File: src/common/acsq_pkg.sv
// Shared constants for the two-sequencer converter register block.
package acsq_pkg;
    // Register byte offsets.
    localparam logic [11:0] ACSQ_SEL1_OFS   = 12'h060;
    localparam logic [11:0] ACSQ_CTL1_OFS   = 12'h064;
    localparam logic [11:0] ACSQ_FIFO1_OFS  = 12'h068;
    localparam logic [11:0] ACSQ_STAT1_OFS  = 12'h06c;
    localparam logic [11:0] ACSQ_SEL2_OFS   = 12'h080;
    localparam logic [11:0] ACSQ_CTL2_OFS   = 12'h084;
    localparam logic [11:0] ACSQ_FIFO2_OFS  = 12'h088;
    localparam logic [11:0] ACSQ_STAT2_OFS  = 12'h08c;
    localparam logic [11:0] ACSQ_OVF_OFS    = 12'h0c0;
    localparam logic [11:0] ACSQ_UNF_OFS    = 12'h0c4;
    localparam logic [11:0] ACSQ_ISTAT_OFS  = 12'h0c8;
    localparam logic [11:0] ACSQ_IMASK_OFS  = 12'h0cc;
    localparam int          ACSQ_AW         = 12;
    localparam int          ACSQ_DW         = 32;

    // Configuration register layout.
    localparam int          ACSQ_CFG_W      = 16;
    localparam logic [15:0] ACSQ_SEL_MASK   = 16'h7777;
    localparam logic [15:0] ACSQ_CTL_MASK   = 16'hffff;
    localparam logic [15:0] ACSQ_CFG_RESET  = 16'h0000;
    localparam int          ACSQ_NIB_W      = 4;
    localparam int          ACSQ_NIB_DIFF   = 0;
    localparam int          ACSQ_NIB_LAST   = 1;
    localparam int          ACSQ_NIB_IE     = 2;
    localparam int          ACSQ_NIB_TS     = 3;
    localparam int          ACSQ_SAMPLES    = 4;

    // FIFO status layout.
    localparam int          ACSQ_FST_FULL   = 12;
    localparam int          ACSQ_FST_EMPTY  = 8;
    localparam int          ACSQ_FST_HPTR   = 4;
    localparam int          ACSQ_FST_TPTR   = 0;
    localparam logic [31:0] ACSQ_FST_RESET  = 32'h00000100;

    // Event register layout: bit n belongs to sequencer n.
    localparam int          ACSQ_EV_W       = 4;
    localparam int          ACSQ_SEQ_BASE   = 1;
    localparam int          ACSQ_NSEQ       = 2;

    // Result path.
    localparam int          ACSQ_DATA_W     = 10;
    localparam int          ACSQ_FIFO_DEPTH = 4;
    localparam int          ACSQ_PTR_W      = 4;
endpackage : acsq_pkg

File: src/logic/acsq_fifo.sv
// Result FIFO of one sequencer, flip-flop storage with head and tail indices.
`timescale 1ns/1ps
module acsq_fifo
    import acsq_pkg::*;
#(
    parameter int W     = ACSQ_DATA_W,
    parameter int DEPTH = ACSQ_FIFO_DEPTH,
    parameter int PW    = ACSQ_PTR_W
) (
    input  wire logic          i_clk,
    input  wire logic          i_rst_n,
    input  wire logic          i_ce,
    input  wire logic          i_push,
    input  wire logic [W-1:0]  i_push_data,
    input  wire logic          i_pop,
    output logic      [W-1:0]  o_head,
    output logic               o_full,
    output logic               o_empty,
    output logic      [PW-1:0] o_hptr,
    output logic      [PW-1:0] o_tptr,
    output logic               o_overflow,
    output logic               o_underflow
);
    typedef struct packed {
        logic [DEPTH-1:0][W-1:0] mem;
        logic [PW-1:0]           hptr;
        logic [PW-1:0]           tptr;
        logic [PW:0]             cnt;
    } acsq_fifo_st_t;

    acsq_fifo_st_t           st_ff;
    acsq_fifo_st_t           nxt_st;
    logic [DEPTH-1:0][W-1:0] nxt_mem;
    logic                    do_push;
    logic                    do_pop;

    assign o_full      = (st_ff.cnt == (PW+1)'(DEPTH));
    assign o_empty     = (st_ff.cnt == '0);
    assign o_hptr      = st_ff.hptr;
    assign o_tptr      = st_ff.tptr;
    assign o_head      = st_ff.mem[st_ff.tptr];
    assign do_push     = i_push && !o_full;
    assign do_pop      = i_pop && !o_empty;
    assign o_overflow  = i_push && o_full;
    assign o_underflow = i_pop && o_empty;

    for (genvar e = 0; e < DEPTH; e++) begin : g_entry
        assign nxt_mem[e] = (do_push && st_ff.hptr == PW'(e)) ?
                            i_push_data : st_ff.mem[e];
    end

    always_comb begin
        nxt_st     = st_ff;
        nxt_st.mem = nxt_mem;
        if (do_push) begin
            nxt_st.hptr = (st_ff.hptr == PW'(DEPTH - 1)) ?
                          '0 : st_ff.hptr + PW'(1);
        end
        if (do_pop) begin
            nxt_st.tptr = (st_ff.tptr == PW'(DEPTH - 1)) ?
                          '0 : st_ff.tptr + PW'(1);
        end
        nxt_st.cnt = st_ff.cnt + (PW+1)'(do_push) - (PW+1)'(do_pop);
    end

    // empty with both indices at zero
    always_ff @(posedge i_clk or negedge i_rst_n) begin
        if (!i_rst_n) begin
            st_ff <= '0;
        end else if (i_ce) begin
            st_ff <= nxt_st;
        end
    end
endmodule : acsq_fifo

File: src/logic/acsq_top.sv
// Register block for two four-sample converter sequencers and their FIFOs.
`timescale 1ns/1ps
module acsq_top
    import acsq_pkg::*;
(
    input  wire logic                   i_clk,
    input  wire logic                   i_reset_n,
    input  wire logic                   i_ce,
    input  wire logic [ACSQ_AW-1:0]     i_addr,
    input  wire logic [ACSQ_DW-1:0]     i_wdata,
    input  wire logic                   i_wr,
    input  wire logic                   i_rd,
    output logic      [ACSQ_DW-1:0]     o_rdata,
    input  wire logic                   i_seq1_res_valid,
    input  wire logic [ACSQ_DATA_W-1:0] i_seq1_res_data,
    input  wire logic [1:0]             i_seq1_res_sample,
    input  wire logic                   i_seq2_res_valid,
    input  wire logic [ACSQ_DATA_W-1:0] i_seq2_res_data,
    input  wire logic [1:0]             i_seq2_res_sample,
    output logic      [ACSQ_CFG_W-1:0]  o_seq1_input_select,
    output logic      [ACSQ_CFG_W-1:0]  o_seq1_sample_control,
    output logic      [ACSQ_CFG_W-1:0]  o_seq2_input_select,
    output logic      [ACSQ_CFG_W-1:0]  o_seq2_sample_control,
    output logic                        o_irq
);
    typedef struct packed {
        logic [ACSQ_NSEQ-1:0][ACSQ_CFG_W-1:0] sel;
        logic [ACSQ_NSEQ-1:0][ACSQ_CFG_W-1:0] ctl;
        logic [ACSQ_EV_W-1:0]                 ovf;
        logic [ACSQ_EV_W-1:0]                 unf;
        logic [ACSQ_EV_W-1:0]                 istat;
        logic [ACSQ_EV_W-1:0]                 imask;
        logic [ACSQ_DW-1:0]                   rdata;
        logic                                 irq;
    } acsq_top_st_t;

    localparam logic [ACSQ_AW-1:0] SEL_OFS [ACSQ_NSEQ] =
        '{ACSQ_SEL1_OFS, ACSQ_SEL2_OFS};
    localparam logic [ACSQ_AW-1:0] CTL_OFS [ACSQ_NSEQ] =
        '{ACSQ_CTL1_OFS, ACSQ_CTL2_OFS};
    localparam logic [ACSQ_AW-1:0] FIFO_OFS [ACSQ_NSEQ] =
        '{ACSQ_FIFO1_OFS, ACSQ_FIFO2_OFS};
    localparam logic [ACSQ_AW-1:0] STAT_OFS [ACSQ_NSEQ] =
        '{ACSQ_STAT1_OFS, ACSQ_STAT2_OFS};

    // Reset is released through two flops so every register and FIFO flop leaves reset
    // on the same edge.
    logic [1:0]                           rst_sync_ff;
    logic                                 rst_n;
    acsq_top_st_t                         st_ff;
    acsq_top_st_t                         nxt_st;

    logic [ACSQ_NSEQ-1:0]                 res_valid;
    logic [ACSQ_NSEQ-1:0][ACSQ_DATA_W-1:0] res_data;
    logic [ACSQ_NSEQ-1:0][1:0]            res_sample;
    logic [ACSQ_NSEQ-1:0]                 pop;
    logic [ACSQ_NSEQ-1:0][ACSQ_DATA_W-1:0] f_head;
    logic [ACSQ_NSEQ-1:0]                 f_full;
    logic [ACSQ_NSEQ-1:0]                 f_empty;
    logic [ACSQ_NSEQ-1:0][ACSQ_PTR_W-1:0] f_hptr;
    logic [ACSQ_NSEQ-1:0][ACSQ_PTR_W-1:0] f_tptr;
    logic [ACSQ_NSEQ-1:0]                 f_ovf;
    logic [ACSQ_NSEQ-1:0]                 f_unf;
    logic [ACSQ_NSEQ-1:0]                 smp_irq;
    logic [ACSQ_NSEQ-1:0][ACSQ_DW-1:0]    fstat;

    always_ff @(posedge i_clk or negedge i_reset_n) begin
        if (!i_reset_n) begin
            rst_sync_ff <= 2'h0;
        end else begin
            rst_sync_ff <= {rst_sync_ff[0], 1'b1};
        end
    end
    assign rst_n = rst_sync_ff[1];

    assign res_valid  = {i_seq2_res_valid, i_seq1_res_valid};
    assign res_data   = {i_seq2_res_data, i_seq1_res_data};
    assign res_sample = {i_seq2_res_sample, i_seq1_res_sample};

    for (genvar s = 0; s < ACSQ_NSEQ; s++) begin : g_seq
        // a read of the result word pops
        assign pop[s] = i_ce && i_rd && (i_addr == FIFO_OFS[s]);

        // The sample tag only picks the interrupt enable nibble; order
        // inside the FIFO is arrival order from the converter.
        assign smp_irq[s] = res_valid[s] &&
            st_ff.ctl[s][ACSQ_NIB_W*res_sample[s] + ACSQ_NIB_IE];

        logic [ACSQ_DW-1:0] stat_word;

        // status word packs flags and pointers
        always_comb begin
            stat_word                 = '0;
            stat_word[ACSQ_FST_FULL]  = f_full[s];
            stat_word[ACSQ_FST_EMPTY] = f_empty[s];
            stat_word[ACSQ_FST_HPTR +: ACSQ_PTR_W] = f_hptr[s];
            stat_word[ACSQ_FST_TPTR +: ACSQ_PTR_W] = f_tptr[s];
        end
        assign fstat[s] = stat_word;

        acsq_fifo #(
            .W     (ACSQ_DATA_W),
            .DEPTH (ACSQ_FIFO_DEPTH),
            .PW    (ACSQ_PTR_W)
        ) u_fifo (
            .i_clk       (i_clk),
            .i_rst_n     (rst_n),
            .i_ce        (i_ce),
            .i_push      (res_valid[s]),
            .i_push_data (res_data[s]),
            .i_pop       (pop[s]),
            .o_head      (f_head[s]),
            .o_full      (f_full[s]),
            .o_empty     (f_empty[s]),
            .o_hptr      (f_hptr[s]),
            .o_tptr      (f_tptr[s]),
            .o_overflow  (f_ovf[s]),
            .o_underflow (f_unf[s])
        );
    end

    always_comb begin
        nxt_st       = st_ff;
        nxt_st.rdata = '0;

        for (int s = 0; s < ACSQ_NSEQ; s++) begin
            if (i_wr) begin
                if (i_addr == SEL_OFS[s]) begin
                    nxt_st.sel[s] = i_wdata[ACSQ_CFG_W-1:0] & ACSQ_SEL_MASK;
                end
                if (i_addr == CTL_OFS[s]) begin
                    nxt_st.ctl[s] = i_wdata[ACSQ_CFG_W-1:0] & ACSQ_CTL_MASK;
                end
            end
            if (i_rd) begin
                // upper sixteen bits read as zero
                if (i_addr == SEL_OFS[s]) begin
                    nxt_st.rdata = {16'h0000, st_ff.sel[s]};
                end
                if (i_addr == CTL_OFS[s]) begin
                    nxt_st.rdata = {16'h0000, st_ff.ctl[s]};
                end
                // oldest result returned, zero when empty
                if (i_addr == FIFO_OFS[s] && !f_empty[s]) begin
                    nxt_st.rdata = {{(ACSQ_DW-ACSQ_DATA_W){1'b0}},
                                    f_head[s]};
                end
                if (i_addr == STAT_OFS[s]) begin
                    nxt_st.rdata = fstat[s];
                end
            end
        end

        if (i_rd) begin
            case (i_addr)
                ACSQ_OVF_OFS:   nxt_st.rdata = {28'h0, st_ff.ovf};
                ACSQ_UNF_OFS:   nxt_st.rdata = {28'h0, st_ff.unf};
                ACSQ_ISTAT_OFS: nxt_st.rdata = {28'h0, st_ff.istat};
                ACSQ_IMASK_OFS: nxt_st.rdata = {28'h0, st_ff.imask};
                default:        ;
            endcase
        end

        // Write-one-to-clear first; a new event in the same cycle is set
        // afterwards so it is never lost.
        if (i_wr) begin
            case (i_addr)
                ACSQ_OVF_OFS:
                    nxt_st.ovf = st_ff.ovf & ~i_wdata[ACSQ_EV_W-1:0];
                ACSQ_UNF_OFS:
                    nxt_st.unf = st_ff.unf & ~i_wdata[ACSQ_EV_W-1:0];
                ACSQ_ISTAT_OFS:
                    nxt_st.istat = st_ff.istat & ~i_wdata[ACSQ_EV_W-1:0];
                ACSQ_IMASK_OFS:
                    nxt_st.imask = i_wdata[ACSQ_EV_W-1:0];
                default: ;
            endcase
        end

        for (int s = 0; s < ACSQ_NSEQ; s++) begin
            if (f_ovf[s]) begin
                nxt_st.ovf[ACSQ_SEQ_BASE + s] = 1'b1;
            end
            if (f_unf[s]) begin
                nxt_st.unf[ACSQ_SEQ_BASE + s] = 1'b1;
            end
            if (smp_irq[s]) begin
                nxt_st.istat[ACSQ_SEQ_BASE + s] = 1'b1;
            end
        end

        nxt_st.irq = |(nxt_st.istat & nxt_st.imask);
    end

    always_ff @(posedge i_clk or negedge rst_n) begin
        if (!rst_n) begin
            st_ff <= '0;
        end else if (i_ce) begin
            st_ff <= nxt_st;
        end
    end

    assign o_rdata               = st_ff.rdata;
    assign o_seq1_input_select   = st_ff.sel[0];
    assign o_seq1_sample_control = st_ff.ctl[0];
    assign o_seq2_input_select   = st_ff.sel[1];
    assign o_seq2_sample_control = st_ff.ctl[1];
    assign o_irq                 = st_ff.irq;
endmodule : acsq_top

File: config.mk
export PLATFORM = sky130hd
export DESIGN_NAME = acsq_top
export DESIGN_NICKNAME = d
export VERILOG_FILES = /design/src/common/acsq_pkg.sv /design/src/logic/acsq_fifo.sv /design/src/logic/acsq_top.sv
export SDC_FILE = /design/constraint.sdc
export NUM_CORES = 1
export LEC_CHECK = 0
export ABC_AREA = 1
export BUFFER_PORTS_ARGS = -buffer_cell sky130_fd_sc_hd__buf_4
export CORE_ASPECT_RATIO = 1.4
export CORE_UTILIZATION = 45
export CTS_CLUSTER_DIAMETER = 200
export CTS_CLUSTER_SIZE = 14
export DETAILED_ROUTE_END_ITERATION = 7
export PLACE_DENSITY = 0.66
export SYNTH_ARGS = -nofsm -noshare
export SYNTH_HDL_FRONTEND = slang
export SYNTH_SLANG_ARGS = --single-unit
File: constraint.sdc
create_clock -name i_clk -period 10.2 [get_ports i_clk]
set_clock_uncertainty 0.15 [all_clocks]
set_input_delay 0.51 -clock i_clk [delete_from_list [all_inputs] [get_ports i_clk]]
set_output_delay 0.51 -clock i_clk [all_outputs]
set_load 0.05 [all_outputs]
Word-level counts from Yosys, hierarchy flattened

Index checks and enable logic that the tools add are counted.
Widths: inputs -> output; s select.

Eq/ne operators: 22
Reductions and logical operators: 62
Bitwise logic cells: 5
Order comparisons: 4
Add/subtract/negate cells: 10
Multiplexer cells: 35

Operators with widths:

| kind                | number |
|---|---|
| $mux 32             | 10 |
| $pmux 32 s4         | 1 |
| $eq 12x8->1 const B | 8 |
| $eq 12x7->1 const B | 4 |
| $bmux 10 s2         | 2 |
| $mux 15             | 2 |
| $reduce_and 3->1    | 10 |
| $mux 4              | 7 |
| $eq 4x2->1 const B  | 6 |
| $reduce_and 2->1    | 12 |
| $logic_and 1x1->1   | 23 |
| $mux 10             | 2 |
| $add 4x1->4 const B | 4 |
| $and 4x4->4         | 4 |
| $reduce_bool 2->1   | 8 |
| $add 4x2->5 const B | 2 |
| $add 5x1->5         | 2 |
| $eq 5x3->1 const B  | 2 |
| $logic_not 5->1     | 2 |
| $lt 5x5->1 const B  | 2 |
| $sub 5x1->5         | 2 |
| $bmux 1 s4          | 2 |
| $eq 4x1->1 const B  | 2 |
| $logic_not 4->1     | 2 |
| 6 further kinds     | 17 |

Bits of input ports: 75
Flip-flop bits (word level): 213
Word-level logic and storage cells: 167
Output and inout port bits: 97

Longest topological paths before layout

Depth after elaboration: 13
Gate-level depth with buffers: 19
Depth with buffers taken out: 18

Modules after synthesis

From an unflattened synthesis, not the netlist that was laid out.

Cell total of the unflattened synthesis: 1,482
Area, all modules: 11,712.5 µm²

By module, submodules not included:

| module    | times used | cells each | area each (µm²) | sequential area each (µm²) |
|---|---|---|---|---|
| acsq_fifo | 2          | 374        | 3,070.4         | 1,326.3 |
| acsq_top  | 1          | 734        | 5,571.6         | 2,277.2 |

Worst setup path after synthesis

OpenSTA, ideal clock, no wires.

Kind: in2reg
From: in i_addr[5]
To: reg g_seq[1].u_fifo.st_ff[4] (netlist name)
Data arrival time: 2.787 ns
Buffers on the path: 1
Slack: 7.138 ns
Required time: 9.925 ns
Library setup time: 0.125 ns
Cell stages on the path: 19
Cell sequence: inv_1 nand3_1 nor2_2 inv_2 nor3_2 nand2_1 buf_2 nor2_4 ha_1 inv_1 ha_1 fa_1 nand2_1 nand2_1 a21oi_1 nand2_1 nand2_1 nor2_1 xor2_1

Cells in the longest elaborated chain, start to end: 4

RTL lines:

| item                 | RTL line        | text |
|---|---|---|
| start, declared      | acsq_top.sv:9   | `input wire logic [ACSQ_AW-1:0] i_addr,` |
| $eq 12x8->1          | acsq_top.sv:82  | `assign pop[s] = i_ce && i_rd && (i_addr == FIFO_OFS[s]);` |
| $logic_and 1x1->1    | acsq_top.sv:82  |  |
| $logic_and 1x1->1    | acsq_fifo.sv:43 | `assign do_pop = i_pop && !o_empty;` |
| $sub 5x1->5          | acsq_fifo.sv:63 | `nxt_st.cnt = st_ff.cnt + (PW+1)'(do_push) - (PW+1)'(do_pop);` |
| end signal, assigned | acsq_fifo.sv:71 | `st_ff <= nxt_st;` |
| end, declared        | acsq_fifo.sv:31 | `acsq_fifo_st_t st_ff;` |

No other way between the ends.
A chain may end at the register's enable or synchronous reset.

Worst setup path after layout

Same ends and word-level chain as after synthesis.

==> results.sh <==
export IMPL_worstPathArrival_ns=3.44
export IMPL_multiInputGateArea_um2=4350
export IMPL_synth_area_leaders="dfrtp_1 46%, nand2_1 10%, o21ai_0 8.3%"
export IMPL_avgSynthCellArea_um2=8.18
export IMPL_critical_path_class="primary input to flop"
export IMPL_h_tree_depth=4
export IMPL_final_setup_tns_ns=0
export IMPL_reg2reg_depth=16
export IMPL_first_pass_iters=5
export IMPL_placed_cell_area_um2=11300
export IMPL_cts_buffer_depth=2
export IMPL_synth_area_leader_cell="dfrtp_1"
export IMPL_startpoint="i_addr[5]"
export IMPL_hold_slack_ns=0.131
export IMPL_synthXorXnorAreaFrac=0.00656
export IMPL_grt_setup_unrepaired="false"
export IMPL_port_buffer_count=131
export IMPL_grt_overflow=0
export IMPL_n_fill_cell=2288
export IMPL_grt_usage=0.236
export IMPL_dpl_worst_slack_ns=6.46
export IMPL_setup_violations=0
export IMPL_min_period_ns=3.26
export IMPL_wl_um=28200
export IMPL_rows=66
export IMPL_antenna_left=0
export IMPL_ioPinCount=172
export IMPL_synth_warnings=0
export IMPL_vias=8614
export IMPL_first_global_vias=8250
export IMPL_endpoint="g_seq[1].u_fifo.st_ff[4]$_DFFE_PN0P_"
export IMPL_synth_compound_area_frac=0.155
export IMPL_r2r_start="g_seq[1].u_fifo.st_ff[3]$_DFFE_PN0P_"
export IMPL_drive_gt1_frac=0.172
export IMPL_critPathLaunchType="primary input"
export IMPL_critPathCaptureType="flop"
export IMPL_synthAdderAreaFrac=0.0295
export IMPL_grt_pass1_wl_um=44100
export IMPL_async_reset_ff_frac=1.00
export IMPL_final_core_util=0.509
export IMPL_regArea_um2=4930
export IMPL_yosysTopAreaCellShare=0.462
export IMPL_cts_sinks=197
export IMPL_power_mw=2.31
export IMPL_placed_cells=1630
export IMPL_maxSlewViolCount=0
export IMPL_synth_mux_area_frac=0.0232
export IMPL_worst_pin_slew_ns=1.03
export IMPL_synth_cell_types=43
export IMPL_antenna_found_initial=0
export IMPL_crit_slowest_cell="fa_1"
export IMPL_postCtsSetupBuffers=0
export IMPL_cp_max_fo=12
export IMPL_r2r_end="g_seq[1].u_fifo.st_ff[4]$_DFFE_PN0P_"
export IMPL_reg2reg_setup_slack_ns=7.04
export IMPL_hpwl_um=21100
export IMPL_syn_area_um2=10700
export IMPL_synth_top_family_by_area="simple AND/OR/NAND/NOR gates"
export IMPL_synth_simple_area_share=0.184
export IMPL_vias_per_cell=5.18
export IMPL_vdd_ir_drop_max_v=0.000146
export IMPL_max_freq_mhz=306
export IMPL_nets=1443
export IMPL_synth_edff_count=0
export IMPL_coreArea_um2=23300
export IMPL_total_leakage_power_nw=5.99
export IMPL_crit_path_max_incr_delay_ns=0.41
export IMPL_fin_cells=1662
export IMPL_routabilityCongestion=0.873
export IMPL_ys_ff_latch=197
export IMPL_start_util=0.459
export IMPL_route_detailed_drc=0
export IMPL_synth_ff_type="dfrtp_1"
export IMPL_period_share=0.320
export IMPL_required_ns=10.37
export IMPL_clk_latency_ns=0.44
export IMPL_path_cells="buf_4 > inv_1 > nand3_1 > nor2_2 > inv_2 > nor3_2 > nand2_1 > nor2_4 > ha_1 > inv_1 > ha_1 > fa_1 > nand2_1 > nand2_1 > a21oi_1 > nand2_1 > nand2_1 > nor2_1 > xor2_1"
export IMPL_grt_max_degree=75
export IMPL_diodes=0
export IMPL_drt_iter0_drc=542
export IMPL_tritoncts="yes"
export IMPL_powerDensity_nw_per_um2=194
export IMPL_die_area_um2=24400
export IMPL_cap_violations=0
export IMPL_cts_buffers=17
export IMPL_synth_seq_area_share=0.462
export IMPL_hold_class="primary input to flop"
export IMPL_synth_cells=1306
export IMPL_fin_area_um2=11900
export IMPL_wl_per_cell_um=16.9
export IMPL_die_w_um=132
export IMPL_area_delta_synth_final_pct=11.1
export IMPL_cts_clk_slew_worst_paths_ns=0.07
export IMPL_final_hold_viol_count=0
export IMPL_fp_dieH_um=184
export IMPL_cpMostUsedCell="nand2_1"
export IMPL_layout_setup_ws_ns=6.94
export IMPL_outcome="finished clean"
export IMPL_slew_headroom=0.313
export IMPL_root_buffer="clkbuf_16"
cell usage after synthesis (3+ instances only):
library cell	count
o2111ai_1	3
inv_2	9
o22ai_1	6
mux2_2	22
buf_2	14
a221oi_1	4
nor2_4	4
a31oi_1	4
nor2_1	57
a21boi_0	4
o211ai_1	7
nand2_2	6
dfrtp_1	197
buf_4	99
nor2_2	14
xor2_1	6
o21ai_0	177
o21ai_1	9
nand3_1	44
clkbuf_1	30
nand2_1	295
nor4_1	3
nand2_4	3
nand4_1	17
inv_1	139
a32o_1	6
ha_1	22
a21oi_1	82
area by class of cell:
cell class,instances,area share
Sequential cell,197,0.416
Inverter,150,0.0477
Tap cell,306,0.0323
Clock inverter,13,0.0135
Clock buffer,18,0.0362
Multi-Input combinational cell,839,0.366
Timing Repair Buffer,139,0.0882
layer usage:
metal	vias to the layer above	global-route usage	share of wire
li1	4211	-	-
met1	4093	0.284	0.41
met2	250	0.406	0.50
met3	60	0.0435	0.050
met4	0	0.117	0.039
met5	-	0	0
cell usage in the layout, fill, tap and decap left out, types with 14 or more instances in the layout:
| master | n |
|---|---|
| nand2_1 | 295 |
| dfrtp_1 | 196 |
| o21ai_0 | 177 |
| inv_1 | 139 |
| buf_4 | 138 |
| a21oi_1 | 82 |
| nor2_1 | 57 |
| nand3_1 | 44 |
| conb_1 | 25 |
| mux2_2 | 22 |
| ha_1 | 22 |
| nand4_1 | 17 |
| clkbuf_16 | 17 |
| nor2_2 | 14 |
worst max-delay path: cells and delay by family:
| kind | cells | cell delay (ns) |
|---|---|---|
| and+or+nand+nor | 10 | 1.51 |
| adders and majority gates | 3 | 0.79 |
| AOI/OAI and AO/OA | 1 | 0.15 |
| buffers and inverters | 4 | 0.34 |
| xor gates and xnor gates | 1 | 0.13 |
worst min-delay path by stage:
stage	start	to	slack [ns]	depth (start not counted)
after CTS	i_seq2_res_data[1]	g_seq[1].u_fifo.st_ff[14]$_DFFE_PN0P_	0.12	3
after floorplan	i_reset_n	rst_sync_ff[0]$_DFF_PN0_	0.06	0
after global routing	i_seq2_res_data[1]	g_seq[1].u_fifo.st_ff[14]$_DFFE_PN0P_	0.12	3
final	i_wdata[0]	st_ff[41]$_DFFE_PN0P_	0.13	2
after detailed placement	i_reset_n	rst_sync_ff[0]$_DFF_PN0_	0.14	1
after global placement	i_reset_n	rst_sync_ff[0]$_DFF_PN0_	0.14	1
power by group:
| group | switching, mW | internal (mW) | total [mW] |
|---|---|---|---|
| Sequential | 0.0988 | 0.972 | 1.07 |
| Clock | 0.324 | 0.370 | 0.694 |
| Combinational | 0.327 | 0.213 | 0.540 |
| Total | 0.750 | 1.55 | 2.31 |
repair_timing:
item | CTS | global route
setup endpoints to repair | 0 | 0
endpoints found under the hold margin | 2 | 0
resized for setup | 0 | 0
hold buffers | 1 | 0
logic make-up after synthesis:
kind of cell,after synthesis
multiplexers,22
AND/OR/NAND/NOR,452
XOR/XNOR,8
flip-flops,197
AO/OA/AOI/OAI,308
buffers and inverters,293
other,2
adder cells (fa/ha/maj),24
flip-flops by register name, summed over array words and instances, names as in the netlist, 2 cells and up:
signal / cells
g_seq.u_fifo.st_ff: 90
o_rdata: 16
o_seq1_sample_control: 16
o_seq2_sample_control: 16
st_ff: 16
o_seq1_input_select: 12
o_seq2_input_select: 12
g_seq.u_fifo.o_hptr: 8
g_seq.u_fifo.o_tptr: 8
rst_sync_ff: 2
Note: power is estimated with default switching activity, not from simulation.
